==> src/mcr_pkg.sv <==
/*
 * Shared constants and carrier types of the motor controller serial register
 * bank, and the pulse capture unit on the shared PWM/brake input.
 * Assumes one 125 MHz clock, a synchronised active-low reset, and inputs
 * that are already synchronous to that clock.
 */
`timescale 1ns/1ps

package mcr_pkg;
	// ==========================================================
	// Timing
	localparam int CLK_PERIOD_NS = 8;
	localparam int TICK_NS = 1000;
	localparam int TICK_CYCLES = (TICK_NS + CLK_PERIOD_NS - 1) / CLK_PERIOD_NS;

	// ==========================================================
	// Frame layout
	localparam logic [7:0] ADDR_MARK = 8'h80;
	localparam logic [6:0] BYTE_MASK = 7'h7f;
	localparam int ADDR_MARK_BIT = 7;
	localparam logic [6:0] WRITE_CMD_BASE = 7'h40;

	// ==========================================================
	// Read commands
	localparam logic [6:0] RD_SPEED_IN = 7'h11;
	localparam logic [6:0] RD_LOAD_CUR = 7'h12;
	localparam logic [6:0] RD_PERIOD = 7'h14;
	localparam logic [6:0] RD_WIDTH = 7'h15;
	localparam logic [6:0] RD_DROP_COMP = 7'h20;
	localparam logic [6:0] RD_CEILING = 7'h21;
	localparam logic [6:0] RD_LOW_LEVEL = 7'h22;
	localparam logic [6:0] RD_HIGH_LEVEL = 7'h23;
	localparam logic [6:0] RD_STATE_WORD = 7'h30;
	localparam logic [6:0] RD_LOCK = 7'h31;
	localparam logic [6:0] RD_SAVE_SEL = 7'h32;

	// ==========================================================
	// Write commands
	localparam logic [6:0] WR_DROP_COMP = 7'h60;
	localparam logic [6:0] WR_CEILING = 7'h61;
	localparam logic [6:0] WR_LOW_LEVEL = 7'h62;
	localparam logic [6:0] WR_HIGH_LEVEL = 7'h63;
	localparam logic [6:0] WR_LOCK = 7'h71;
	localparam logic [6:0] WR_SAVE_SEL = 7'h72;

	// ==========================================================
	// Status word bits
	localparam int ST_LOW_SUPPLY = 0;
	localparam int ST_HIGH_SUPPLY = 1;
	localparam int ST_OVERHEAT = 2;
	localparam int ST_DRIVE_BRAKE = 4;
	localparam int ST_BRAKE_LEVEL = 6;
	localparam int ST_FORWARD = 9;

	// ==========================================================
	// Lock bits
	localparam int LK_RAMP_UP = 0;
	localparam int LK_REGEN = 1;
	localparam int LK_AMP_LIMIT = 2;
	localparam int LK_VELOCITY = 3;

	// ==========================================================
	// Save selection bits
	localparam int SV_VELOCITY = 0;
	localparam int SV_AMP_LIMIT = 2;
	localparam int SV_REGEN = 3;
	localparam int SV_RAMP_UP = 4;

	// ==========================================================
	// Reset values and arithmetic
	localparam logic [13:0] DROP_COMP_RST = 14'h0000;
	localparam logic [11:0] CEILING_RST = 12'hfff;
	localparam logic [11:0] LOW_LEVEL_RST = 12'h000;
	localparam logic [11:0] HIGH_LEVEL_RST = 12'hfff;
	localparam logic [11:0] FULL_SCALE = 12'hfff;
	localparam int COMP_SHIFT = 12;

	typedef enum logic [2:0] {
		MCR_IDLE = 3'b000,
		MCR_CMD = 3'b001,
		MCR_DATA_HI = 3'b010,
		MCR_DATA_LO = 3'b011,
		MCR_CHECK = 3'b100,
		MCR_TX_HI = 3'b101,
		MCR_TX_LO = 3'b110,
		MCR_TX_SUM = 3'b111
	} mcr_phase_t;

	typedef struct packed {
		logic forward_run_flag;
		logic drive_or_braking_flag;
		logic overheat_flag;
		logic brake_level_flag;
	} mcr_flags_t;

	typedef struct packed {
		logic [11:0] supply_level;
		logic [11:0] turn_off_max;
		logic [11:0] turn_on_min;
	} mcr_supply_t;

	typedef struct packed {
		logic [13:0] period;
		logic [13:0] width;
	} mcr_capture_t;
endpackage

module mcr_pulse_capture #(
	parameter int TICK = mcr_pkg::TICK_CYCLES
) (
	input wire logic sys_clk,
	input wire logic rst_n,
	input wire logic pulse_in,
	output mcr_pkg::mcr_capture_t capture
);
	typedef struct packed {
		logic prev;
		logic [7:0] tick_cnt;
		logic [13:0] per_cnt;
		logic [13:0] hi_cnt;
		mcr_pkg::mcr_capture_t cap;
	} mcr_cap_state_t;

	mcr_cap_state_t state_ff;
	mcr_cap_state_t nxt_state;
	logic tick;

	// ==========================================================
	// Counting in 1 us steps keeps 14 bits useful down to slow inputs
	always_comb begin
		nxt_state = state_ff;
		tick = (state_ff.tick_cnt == 8'(TICK - 1));
		nxt_state.prev = pulse_in;
		nxt_state.tick_cnt = tick ? 8'h00 : state_ff.tick_cnt + 8'h01;
		if (tick && state_ff.per_cnt != 14'h3fff) begin
			nxt_state.per_cnt = state_ff.per_cnt + 14'h0001;
		end
		if (tick && pulse_in && state_ff.hi_cnt != 14'h3fff) begin
			nxt_state.hi_cnt = state_ff.hi_cnt + 14'h0001;
		end
		if (pulse_in && !state_ff.prev) begin
			nxt_state.cap.period = state_ff.per_cnt;
			nxt_state.per_cnt = 14'h0000;
			nxt_state.hi_cnt = 14'h0000;
		end
		if (!pulse_in && state_ff.prev) begin
			nxt_state.cap.width = state_ff.hi_cnt;
		end
	end

	always_ff @(posedge sys_clk or negedge rst_n) begin
		if (!rst_n) begin
			state_ff <= '0;
		end else begin
			state_ff <= nxt_state;
		end
	end

	assign capture = state_ff.cap;
endmodule

==> src/mcr_register_bank.sv <==
/*
 * Serial register bank of a brushed DC motor speed controller: frame
 * decoding, readback and tuning registers, lock and save selection, and
 * the output voltage demand built from them.
 * Assumes bytes arrive already deserialised from the UART, replies leave
 * through a byte handshake, and the flash engine lies outside.
 */
// Summary of operation
// - Read 0x11 returns raw speed input
// - Speed input drives demand unless locked
// - Read 0x12 returns load current
// - Read 0x14 returns input period
// - Read 0x15 returns captured pulse width
// - Compensation times current adds to demand
// - Ceiling register caps output demand
// - Supply scaling only when enable set
// - Zero ceiling gives zero output
// - Low/high levels map to 0/100%
// - Status bit9 forward, bit4 brake mode
// - Status bit6 shows brake pin level
// - Bit1 overvoltage, bit0 undervoltage
// - Status bit2 is overheat flag
// - Lock bits block knob updates
// - Lock bits 3..0 speed..acceleration
// - Lock register clears on restart
// - Save select write only marks registers
// - Save select bit map per register
// - Saved knob registers (save bits 0,2,3,4) become locked
// - Write frame: address, command, two data, checksum; read frame: address, command
// - Flash save stops PWM and commands
`timescale 1ns/1ps

module mcr_register_bank #(
	parameter int TICK = mcr_pkg::TICK_CYCLES
) (
	input wire logic sys_clk,
	input wire logic rstn,
	input wire logic [6:0] unit_address,
	input wire logic rx_valid,
	input wire logic [7:0] rx_data,
	output logic tx_valid,
	output logic [7:0] tx_data,
	input wire logic tx_ready,
	input wire logic [11:0] speed_adc,
	input wire logic [11:0] serial_speed,
	input wire logic [11:0] load_current,
	input wire logic pwm_brake_in,
	input wire mcr_pkg::mcr_flags_t flags,
	input wire mcr_pkg::mcr_supply_t supply,
	input wire logic supply_comp_enable,
	input wire logic flash_busy,
	input wire logic save_done,
	output logic [3:0] knob_override_lock,
	output logic [13:0] flash_save_select_first,
	output logic [11:0] voltage_demand,
	output logic pwm_enable
);
	typedef struct packed {
		mcr_pkg::mcr_phase_t phase;
		logic [6:0] cmd;
		logic [6:0] data_hi;
		logic [6:0] data_lo;
		logic [13:0] tx_word;
		logic [6:0] tx_sum;
		logic [13:0] load_drop_compensation;
		logic [11:0] output_voltage_ceiling;
		logic [11:0] speed_input_low_level;
		logic [11:0] speed_input_high_level;
		logic [3:0] lock;
		logic [13:0] save_sel;
		logic [9:0] controller_state_word;
		logic [11:0] demand;
		logic pwm_en;
	} mcr_state_t;

	mcr_state_t state_ff;
	mcr_state_t nxt_state;
	mcr_pkg::mcr_capture_t capture;
	// Kept apart from the state struct: it runs on the raw reset, the struct on the released one
	logic [1:0] rst_sync_ff;
	logic rst_n;

	// ==========================================================
	// Reset release
	// Async assert, sync release through two flops
	always_ff @(posedge sys_clk or negedge rstn) begin
		if (!rstn) begin
			rst_sync_ff <= 2'b00;
		end else begin
			rst_sync_ff <= {rst_sync_ff[0], 1'b1};
		end
	end

	assign rst_n = rst_sync_ff[1];

	mcr_pulse_capture #(
		.TICK(TICK)
	) u_capture (
		.sys_clk(sys_clk),
		.rst_n(rst_n),
		.pulse_in(pwm_brake_in),
		.capture(capture)
	);

	// ==========================================================
	// Readback multiplexer
	function automatic logic [14:0] read_word(input logic [6:0] cmd, input mcr_state_t s,
			input mcr_pkg::mcr_capture_t c, input logic [11:0] adc, input logic [11:0] cur);
		logic [14:0] w;
		w = {1'b1, 14'h0000};
		unique case (cmd)
			mcr_pkg::RD_SPEED_IN: w[13:0] = {2'b00, adc};
			mcr_pkg::RD_LOAD_CUR: w[13:0] = {2'b00, cur};
			mcr_pkg::RD_PERIOD: w[13:0] = c.period;
			mcr_pkg::RD_WIDTH: w[13:0] = c.width;
			mcr_pkg::RD_DROP_COMP: w[13:0] = s.load_drop_compensation;
			mcr_pkg::RD_CEILING: w[13:0] = {2'b00, s.output_voltage_ceiling};
			mcr_pkg::RD_LOW_LEVEL: w[13:0] = {2'b00, s.speed_input_low_level};
			mcr_pkg::RD_HIGH_LEVEL: w[13:0] = {2'b00, s.speed_input_high_level};
			mcr_pkg::RD_STATE_WORD: w[13:0] = {4'h0, s.controller_state_word};
			mcr_pkg::RD_LOCK: w[13:0] = {10'h000, s.lock};
			mcr_pkg::RD_SAVE_SEL: w[13:0] = s.save_sel;
			default: w = '0;
		endcase
		return w;
	endfunction

	// ==========================================================
	// Demand path
	logic [11:0] base_level;
	logic [11:0] clamped;
	logic [11:0] span;
	logic [23:0] scaled;
	logic [11:0] mapped;
	logic [25:0] drop_prod;
	logic [14:0] summed_wide;
	logic [13:0] summed;
	logic [25:0] comp_prod;
	logic [13:0] supplied;
	logic [11:0] capped;

	always_comb begin
		// Serial speed takes over once the velocity lock is set
		base_level = state_ff.lock[mcr_pkg::LK_VELOCITY] ? serial_speed : speed_adc;
		clamped = base_level;
		if (clamped < state_ff.speed_input_low_level) begin
			clamped = state_ff.speed_input_low_level;
		end
		if (clamped > state_ff.speed_input_high_level) begin
			clamped = state_ff.speed_input_high_level;
		end
		span = state_ff.speed_input_high_level - state_ff.speed_input_low_level;
		scaled = 24'(clamped - state_ff.speed_input_low_level) * 24'(mcr_pkg::FULL_SCALE);
		// A collapsed span would divide by zero, so the raw level passes
		if (span == 12'h000) begin
			mapped = base_level;
		end else begin
			mapped = 12'(scaled / 24'(span));
		end
		drop_prod = 26'(state_ff.load_drop_compensation) * 26'(load_current);
		summed_wide = 15'(mapped) + 15'(drop_prod >> mcr_pkg::COMP_SHIFT);
		// Saturate so a large compensation never wraps to a low demand
		summed = summed_wide[14] ? 14'h3fff : summed_wide[13:0];
		comp_prod = 26'(summed) * 26'(state_ff.output_voltage_ceiling);
		if (supply_comp_enable) begin
			supplied = 14'(comp_prod >> mcr_pkg::COMP_SHIFT);
		end else begin
			supplied = summed;
		end
		// A zero ceiling yields zero output, as documented
		if (supplied > 14'(state_ff.output_voltage_ceiling)) begin
			capped = state_ff.output_voltage_ceiling;
		end else begin
			capped = supplied[11:0];
		end
	end

	// ==========================================================
	// Frame engine and registers
	logic [14:0] rd;
	logic [6:0] sum;
	logic is_addr;
	logic own_addr;

	always_comb begin
		nxt_state = state_ff;
		rd = read_word(state_ff.cmd, state_ff, capture, speed_adc, load_current);
		sum = 7'(state_ff.cmd + state_ff.data_hi + state_ff.data_lo) & mcr_pkg::BYTE_MASK;
		is_addr = rx_data[mcr_pkg::ADDR_MARK_BIT];
		// An own address in mid frame restarts, so the new frame is not lost
		own_addr = is_addr && rx_data[6:0] == unit_address;

		nxt_state.controller_state_word = '0;
		nxt_state.controller_state_word[mcr_pkg::ST_FORWARD] = flags.forward_run_flag;
		nxt_state.controller_state_word[mcr_pkg::ST_DRIVE_BRAKE] =
			flags.drive_or_braking_flag;
		nxt_state.controller_state_word[mcr_pkg::ST_BRAKE_LEVEL] =
			flags.brake_level_flag;
		nxt_state.controller_state_word[mcr_pkg::ST_OVERHEAT] = flags.overheat_flag;
		nxt_state.controller_state_word[mcr_pkg::ST_HIGH_SUPPLY] =
			supply.supply_level > supply.turn_off_max;
		nxt_state.controller_state_word[mcr_pkg::ST_LOW_SUPPLY] =
			supply.supply_level < supply.turn_on_min;

		nxt_state.pwm_en = !flash_busy;
		nxt_state.demand = flash_busy ? 12'h000 : capped;

		// Saving a register locks it against its knob
		if (save_done) begin
			nxt_state.lock[mcr_pkg::LK_VELOCITY] = state_ff.lock[mcr_pkg::LK_VELOCITY] |
				state_ff.save_sel[mcr_pkg::SV_VELOCITY];
			nxt_state.lock[mcr_pkg::LK_AMP_LIMIT] = state_ff.lock[mcr_pkg::LK_AMP_LIMIT] |
				state_ff.save_sel[mcr_pkg::SV_AMP_LIMIT];
			nxt_state.lock[mcr_pkg::LK_REGEN] = state_ff.lock[mcr_pkg::LK_REGEN] |
				state_ff.save_sel[mcr_pkg::SV_REGEN];
			nxt_state.lock[mcr_pkg::LK_RAMP_UP] = state_ff.lock[mcr_pkg::LK_RAMP_UP] |
				state_ff.save_sel[mcr_pkg::SV_RAMP_UP];
		end

		unique case (state_ff.phase)
			mcr_pkg::MCR_IDLE: begin
				// Data bytes never carry the mark, so a foreign frame is skipped whole
				if (rx_valid && !flash_busy && is_addr &&
						rx_data[6:0] == unit_address) begin
					nxt_state.phase = mcr_pkg::MCR_CMD;
				end
			end
			mcr_pkg::MCR_CMD: begin
				if (rx_valid) begin
					nxt_state.cmd = rx_data[6:0];
					if (is_addr) begin
						nxt_state.phase = (rx_data[6:0] == unit_address) ?
							mcr_pkg::MCR_CMD : mcr_pkg::MCR_IDLE;
					end else if (rx_data[6:0] >= mcr_pkg::WRITE_CMD_BASE) begin
						nxt_state.phase = mcr_pkg::MCR_DATA_HI;
					end else begin
						rd = read_word(rx_data[6:0], state_ff, capture, speed_adc,
							load_current);
						nxt_state.tx_word = rd[13:0];
						nxt_state.tx_sum = 7'(rx_data[6:0] + rd[13:7] + rd[6:0]) &
							mcr_pkg::BYTE_MASK;
						// Unknown read commands get no reply
						nxt_state.phase = (rd[14] && !flash_busy) ?
							mcr_pkg::MCR_TX_HI : mcr_pkg::MCR_IDLE;
					end
				end
			end
			mcr_pkg::MCR_DATA_HI: begin
				if (rx_valid) begin
					nxt_state.data_hi = rx_data[6:0];
					nxt_state.phase = is_addr ?
						(own_addr ? mcr_pkg::MCR_CMD : mcr_pkg::MCR_IDLE) :
						mcr_pkg::MCR_DATA_LO;
				end
			end
			mcr_pkg::MCR_DATA_LO: begin
				if (rx_valid) begin
					nxt_state.data_lo = rx_data[6:0];
					nxt_state.phase = is_addr ?
						(own_addr ? mcr_pkg::MCR_CMD : mcr_pkg::MCR_IDLE) :
						mcr_pkg::MCR_CHECK;
				end
			end
			mcr_pkg::MCR_CHECK: begin
				if (rx_valid) begin
					nxt_state.phase = own_addr ? mcr_pkg::MCR_CMD : mcr_pkg::MCR_IDLE;
					// Bad checksum drops the write silently
					if (!is_addr && rx_data[6:0] == sum && !flash_busy) begin
						unique case (state_ff.cmd)
							mcr_pkg::WR_DROP_COMP: nxt_state.load_drop_compensation =
								{state_ff.data_hi, state_ff.data_lo};
							mcr_pkg::WR_CEILING: nxt_state.output_voltage_ceiling =
								{state_ff.data_hi[4:0], state_ff.data_lo};
							mcr_pkg::WR_LOW_LEVEL: nxt_state.speed_input_low_level =
								{state_ff.data_hi[4:0], state_ff.data_lo};
							mcr_pkg::WR_HIGH_LEVEL: nxt_state.speed_input_high_level =
								{state_ff.data_hi[4:0], state_ff.data_lo};
							// Write wins over a save lock arriving the same cycle
							mcr_pkg::WR_LOCK: nxt_state.lock = state_ff.data_lo[3:0];
							mcr_pkg::WR_SAVE_SEL: nxt_state.save_sel =
								{state_ff.data_hi, state_ff.data_lo};
							default: ;
						endcase
					end
				end
			end
			mcr_pkg::MCR_TX_HI: begin
				if (tx_ready) begin
					nxt_state.phase = mcr_pkg::MCR_TX_LO;
				end
			end
			mcr_pkg::MCR_TX_LO: begin
				if (tx_ready) begin
					nxt_state.phase = mcr_pkg::MCR_TX_SUM;
				end
			end
			mcr_pkg::MCR_TX_SUM: begin
				if (tx_ready) begin
					nxt_state.phase = mcr_pkg::MCR_IDLE;
				end
			end
		endcase
	end

	// Lock register returns to zero on every restart; ceiling and high level reset to 0xfff
	always_ff @(posedge sys_clk or negedge rst_n) begin
		if (!rst_n) begin
			state_ff.phase <= mcr_pkg::MCR_IDLE;
			state_ff.cmd <= '0;
			state_ff.data_hi <= '0;
			state_ff.data_lo <= '0;
			state_ff.tx_word <= '0;
			state_ff.tx_sum <= '0;
			state_ff.load_drop_compensation <= mcr_pkg::DROP_COMP_RST;
			state_ff.output_voltage_ceiling <= mcr_pkg::CEILING_RST;
			state_ff.speed_input_low_level <= mcr_pkg::LOW_LEVEL_RST;
			state_ff.speed_input_high_level <= mcr_pkg::HIGH_LEVEL_RST;
			state_ff.lock <= '0;
			state_ff.save_sel <= '0;
			state_ff.controller_state_word <= '0;
			state_ff.demand <= '0;
			state_ff.pwm_en <= 1'b0;
		end else begin
			state_ff.phase <= nxt_state.phase;
			state_ff.cmd <= nxt_state.cmd;
			state_ff.data_hi <= nxt_state.data_hi;
			state_ff.data_lo <= nxt_state.data_lo;
			state_ff.tx_word <= nxt_state.tx_word;
			state_ff.tx_sum <= nxt_state.tx_sum;
			state_ff.load_drop_compensation <= nxt_state.load_drop_compensation;
			state_ff.output_voltage_ceiling <= nxt_state.output_voltage_ceiling;
			state_ff.speed_input_low_level <= nxt_state.speed_input_low_level;
			state_ff.speed_input_high_level <= nxt_state.speed_input_high_level;
			state_ff.lock <= nxt_state.lock;
			state_ff.save_sel <= nxt_state.save_sel;
			state_ff.controller_state_word <= nxt_state.controller_state_word;
			state_ff.demand <= nxt_state.demand;
			state_ff.pwm_en <= nxt_state.pwm_en;
		end
	end

	// ==========================================================
	// Outputs
	always_comb begin
		tx_valid = 1'b0;
		tx_data = 8'h00;
		unique case (state_ff.phase)
			mcr_pkg::MCR_TX_HI: begin
				tx_valid = 1'b1;
				tx_data = {1'b0, state_ff.tx_word[13:7]};
			end
			mcr_pkg::MCR_TX_LO: begin
				tx_valid = 1'b1;
				tx_data = {1'b0, state_ff.tx_word[6:0]};
			end
			mcr_pkg::MCR_TX_SUM: begin
				tx_valid = 1'b1;
				tx_data = {1'b0, state_ff.tx_sum};
			end
			default: ;
		endcase
	end

	assign knob_override_lock = state_ff.lock;
	assign flash_save_select_first = state_ff.save_sel;
	assign voltage_demand = state_ff.demand;
	assign pwm_enable = state_ff.pwm_en;
endmodule

==> config.mk <==
export PLATFORM = sky130hd
export DESIGN_NAME = mcr_register_bank
export DESIGN_NICKNAME = d
export VERILOG_FILES = /design/src/mcr_pkg.sv /design/src/mcr_register_bank.sv
export SDC_FILE = /design/constraint.sdc
export NUM_CORES = 2
export LEC_CHECK = 0
export ABC_CLOCK_PERIOD_IN_PS = 15020
export BUFFER_PORTS_ARGS = -buffer_cell sky130_fd_sc_hd__buf_2
export CORE_MARGIN = 2
export CORE_UTILIZATION = 35
export CTS_BUF_LIST = sky130_fd_sc_hd__clkbuf_8
export DETAILED_ROUTE_END_ITERATION = 6
export PLACE_DENSITY_LB_ADDON = 0.15
export SLEW_MARGIN = 40
export SYNTH_ARGS = -nofsm -noshare
export SYNTH_HDL_FRONTEND = slang
export SYNTH_SLANG_ARGS = --single-unit
==> constraint.sdc <==
create_clock -name sys_clk -period 15.02 [get_ports sys_clk]
set_clock_uncertainty 0.15 [all_clocks]
set_input_delay 3.004 -clock sys_clk [delete_from_list [all_inputs] [get_ports sys_clk]]
set_output_delay 3.004 -clock sys_clk [all_outputs]
set_load 0.05 [all_outputs]
==> flow_metrics.tcl <==
set metrics [dict create \
    max_stage_delay_ns 0.62 \
    report.final.setup_viol 12 \
    detail_route.vias_per_cell 5.08 \
    cts_sinks 199 \
    final_layout_size_suffix_gt1_frac 0.372 \
    outcome "complete, but fails checks" \
    hold_viol_final 0 \
    grt_overflow 0 \
    insertion_delay_ns 0.51 \
    max_freq_ghz 0.0131 \
    crit_required_ns 15.27 \
    drt_drc_violations_left 0 \
    fin_cells 7755 \
    dieArea_um2 116000 \
    maxCapViolations 0 \
    row_count 123 \
    synthesis.area_per_instance_um2 8.34 \
    ant_nets 0 \
    place.detailed.hpwl_um 110000 \
    syn_nets 5707 \
    postSynthCellCount 4760 \
    synth.yosys.warnings 0 \
    slew_headroom 0.448 \
    ys_async_sr_fraction 1.00 \
    yosysSeqAreaShare 0.126 \
    postSynthRegisterBits 199 \
    worstSetupEndpointType "register" \
    first_pass_grt_wire_length_um 218000 \
    synth_edf_count 0 \
    synthesis.area_um2 39700 \
    slew_at_the_pin_closest_to_its_max_slew_limit_ns 0.825 \
    clock_tree.buffer_depth 2 \
    largest_family_of_logic_cells_by_synthesized_area "adder cells" \
    start_util 0.353 \
    grt_use_total 0.235 \
    io-pin-count 139 \
    buffer_ports.inserted 137 \
    via_count_of_the_first_global_routing_pass 40159 \
    layout.nets 7189 \
    maxSlewViolCount 0 \
    post-route-period-util 5.07 \
    core-area_um2 112000 \
    detail_route.iter0.violations 1924 \
    grt_setup_unrepaired "true" \
    cts_tree "done" \
    synth_xor_area_frac 0.0480 \
    layout.cell_area.non_filler_um2 55500 \
    synth-main-ff-cell "sky130_fd_sc_hd__dfrtp_1" \
    slowest_stage "sky130_fd_sc_hd__fa_2" \
    worstPathArrival_ns 76.47 \
    synth.lib_cells_used.distinct 116 \
    layout-area-overhead-vs-synth_pct 39.9 \
    detailed_place.area_um2 51300 \
    number_of_antenna_violations_at_the_first_check_in_global_routing 2 \
    critPathLaunchType "input port" \
    critical-path-top-delay-family "compound AO/OA/AOI/OAI gates" \
    cts_inserted_buffers 17 \
    routed_wl_per_cell_um 17.8 \
    h_tree_levels 4 \
    post-route-util 0.494 \
    route.final.wire_length_um 138000 \
    cts_root_buffer "sky130_fd_sc_hd__clkbuf_8" \
    cts_hold_buffers 0 \
    yosys.area_share.adder 0.332 \
    violations "negative setup slack" \
    die_y_um 341 \
    gp_routability_congestion 0.937 \
    die_width_um 341 \
    crit_path_max_fanout 11 \
    fill_cells 10890 \
    num_antenna_cells 0 \
    detailroute.via_count 39425 \
    pre_cts_ws_ns -63.78 \
    critical_setup_path_class "in2reg" \
    grt_start_max_net_pins 152 \
    hp-class "reg2async" \
    first_pass_iters 6 \
    fin_crit_ns 76.22 \
    synth_compound_area_frac 0.164 \
    least_setup_slack_across_all_paths_after_layout_ns -61.20 \
    synth_mux_area_frac 0.0637 \
    worst_path_most_repeated_cell "sky130_fd_sc_hd__buf_4" \
    worst_setup_hold_path_clk_slew_ns 0.13 \
    crit_buf_inv 110 \
    yosys.area_share.simple 0.189 \
    numPlacedInstances 7409 \
]
==> synth_stat cells (all sizes together) (10+ instances only) <==
cell type  count  area (µm²)
a211oi        19         143
a21boi        12        90.1
a21o          72         548
a21oi        210        1060
a221oi        13         150
a222oi        11         110
a22o          10        87.6
a22oi         24         180
a31oi         23         144
and2         118         738
and3          25         156
buf           61         404
clkbuf       133         499
dfrtp        175        4380
dfstp         24         631
fa           343        6870
ha           505        6320
inv          574        2150
mux2         179        2030
mux2i         50         504
nand2        481        1810
nand2b        65         407
nand3         78         405
nand4         61         388
nor2         358        1350
nor2b         47         294
nor3         167         857
nor4          24         171
o211ai        18         159
o21a         140        1050
o21ai        181         906
o21bai        16         120
o22ai         13        81.3
o31ai         72         546
or2           38         238
or3           32         200
or4           11        82.6
xnor2        129        1140
xor2          85         744
==> per-layer routing <==
metal | global-route usage | vias to the layer above | wire (µm)
met5 | 0 | - | 32
met4 | 0.0554 | 4 | 3330
met3 | 0.0251 | 189 | 5600
met2 | 0.400 | 746 | 65300
met1 | 0.320 | 19169 | 63600
li1 | - | 19317 | -
==> flip-flops by register name, summed over array words and instances (netlist names) <==
name and count:
knob_override_lock 4, voltage_demand 12, state_ff 101, rst_sync_ff 2, pwm_enable 1, flash_save_select_first 14
u_capture.state_ff 37, u_capture.capture 28
==> area by class of cell <==
type / instances / area, µm² / area share
flip-flops and latches: 199 / 5010 / 0.0903
multi-input cells: 3792 / 33800 / 0.609
well taps: 1500 / 1880 / 0.0338
clock inverters: 15 / 179 / 0.00322
inverters: 575 / 2160 / 0.0390
repair buffers: 1657 / 12300 / 0.221
clock buffers: 17 / 234 / 0.00421
==> metrics by stage <==
step                      TNS (ns)  hold slack (ns)
after floorplan            -756.98            0.181
after detailed placement   -765.07            0.200
final                      -734.17            0.207
after CTS                  -730.56            0.231
after global routing       -781.90            0.230
after global placement     -746.68            0.189
==> final timing paths <==
path                            slack [ns]                       startpoint  cells past startpoint                               end
min in group sys_clk                  0.22         rst_sync_ff[0]$_DFF_PN0_                      0          rst_sync_ff[1]$_DFF_PN0_
worst max register to register      -59.23  knob_override_lock[3]$_DFF_PN0_                    437       voltage_demand[3]$_DFF_PN0_
max in group asynchronous            12.52                             rstn                      1          rst_sync_ff[1]$_DFF_PN0_
worst min register to register        0.21         rst_sync_ff[1]$_DFF_PN0_                      0  u_capture.state_ff[58]$_DFF_PN0_
worst max-delay path                -61.20                     speed_adc[2]                    438       voltage_demand[3]$_DFF_PN0_
worst min-delay path                  0.21         rst_sync_ff[1]$_DFF_PN0_                      0  u_capture.state_ff[58]$_DFF_PN0_
==> cells in the final DEF, fill, tap and decap left out, types with 40 or more instances in the layout <==
master,instances
sky130_fd_sc_hd__xnor2_1,122
sky130_fd_sc_hd__mux2_2,162
sky130_fd_sc_hd__nand4_1,60
sky130_fd_sc_hd__dfrtp_1,174
sky130_fd_sc_hd__buf_4,1490
sky130_fd_sc_hd__o31ai_1,58
sky130_fd_sc_hd__xor2_1,81
sky130_fd_sc_hd__a21oi_1,154
sky130_fd_sc_hd__fa_1,335
sky130_fd_sc_hd__nor2_1,305
sky130_fd_sc_hd__inv_1,549
sky130_fd_sc_hd__nor3_1,157
sky130_fd_sc_hd__a21o_1,71
sky130_fd_sc_hd__buf_2,137
sky130_fd_sc_hd__a21oi_2,48
sky130_fd_sc_hd__o21ai_0,123
sky130_fd_sc_hd__and2_1,112
sky130_fd_sc_hd__nand3_1,67
sky130_fd_sc_hd__nand2_1,454
sky130_fd_sc_hd__ha_4,40
sky130_fd_sc_hd__o21a_1,138
sky130_fd_sc_hd__ha_1,459
sky130_fd_sc_hd__nand2b_1,62
==> kinds of logic (layout without fill, tap and decap cells) <==
group,count (synthesis),after routing
buffers and inverters,769,2264
other,2,2
AO/OA/AOI/OAI,946,946
flip-flops,199,199
adder cells (fa/ha/maj),849,849
multiplexers,229,229
XOR/XNOR,215,215
AND/OR/NAND/NOR,1551,1551
==> what timing repair did <==
action                                  in CTS  in global routing
gates resized for setup                    149                161
hold endpoints to repair                     0                  0
buffers inserted                           233                 83
endpoints found under the setup margin      12                 12
pin swaps                                  182                233
cloned                                       2                  1
Power is not shown: default switching activity piles up to over one toggle a cycle in this logic, so the estimate is an artifact.
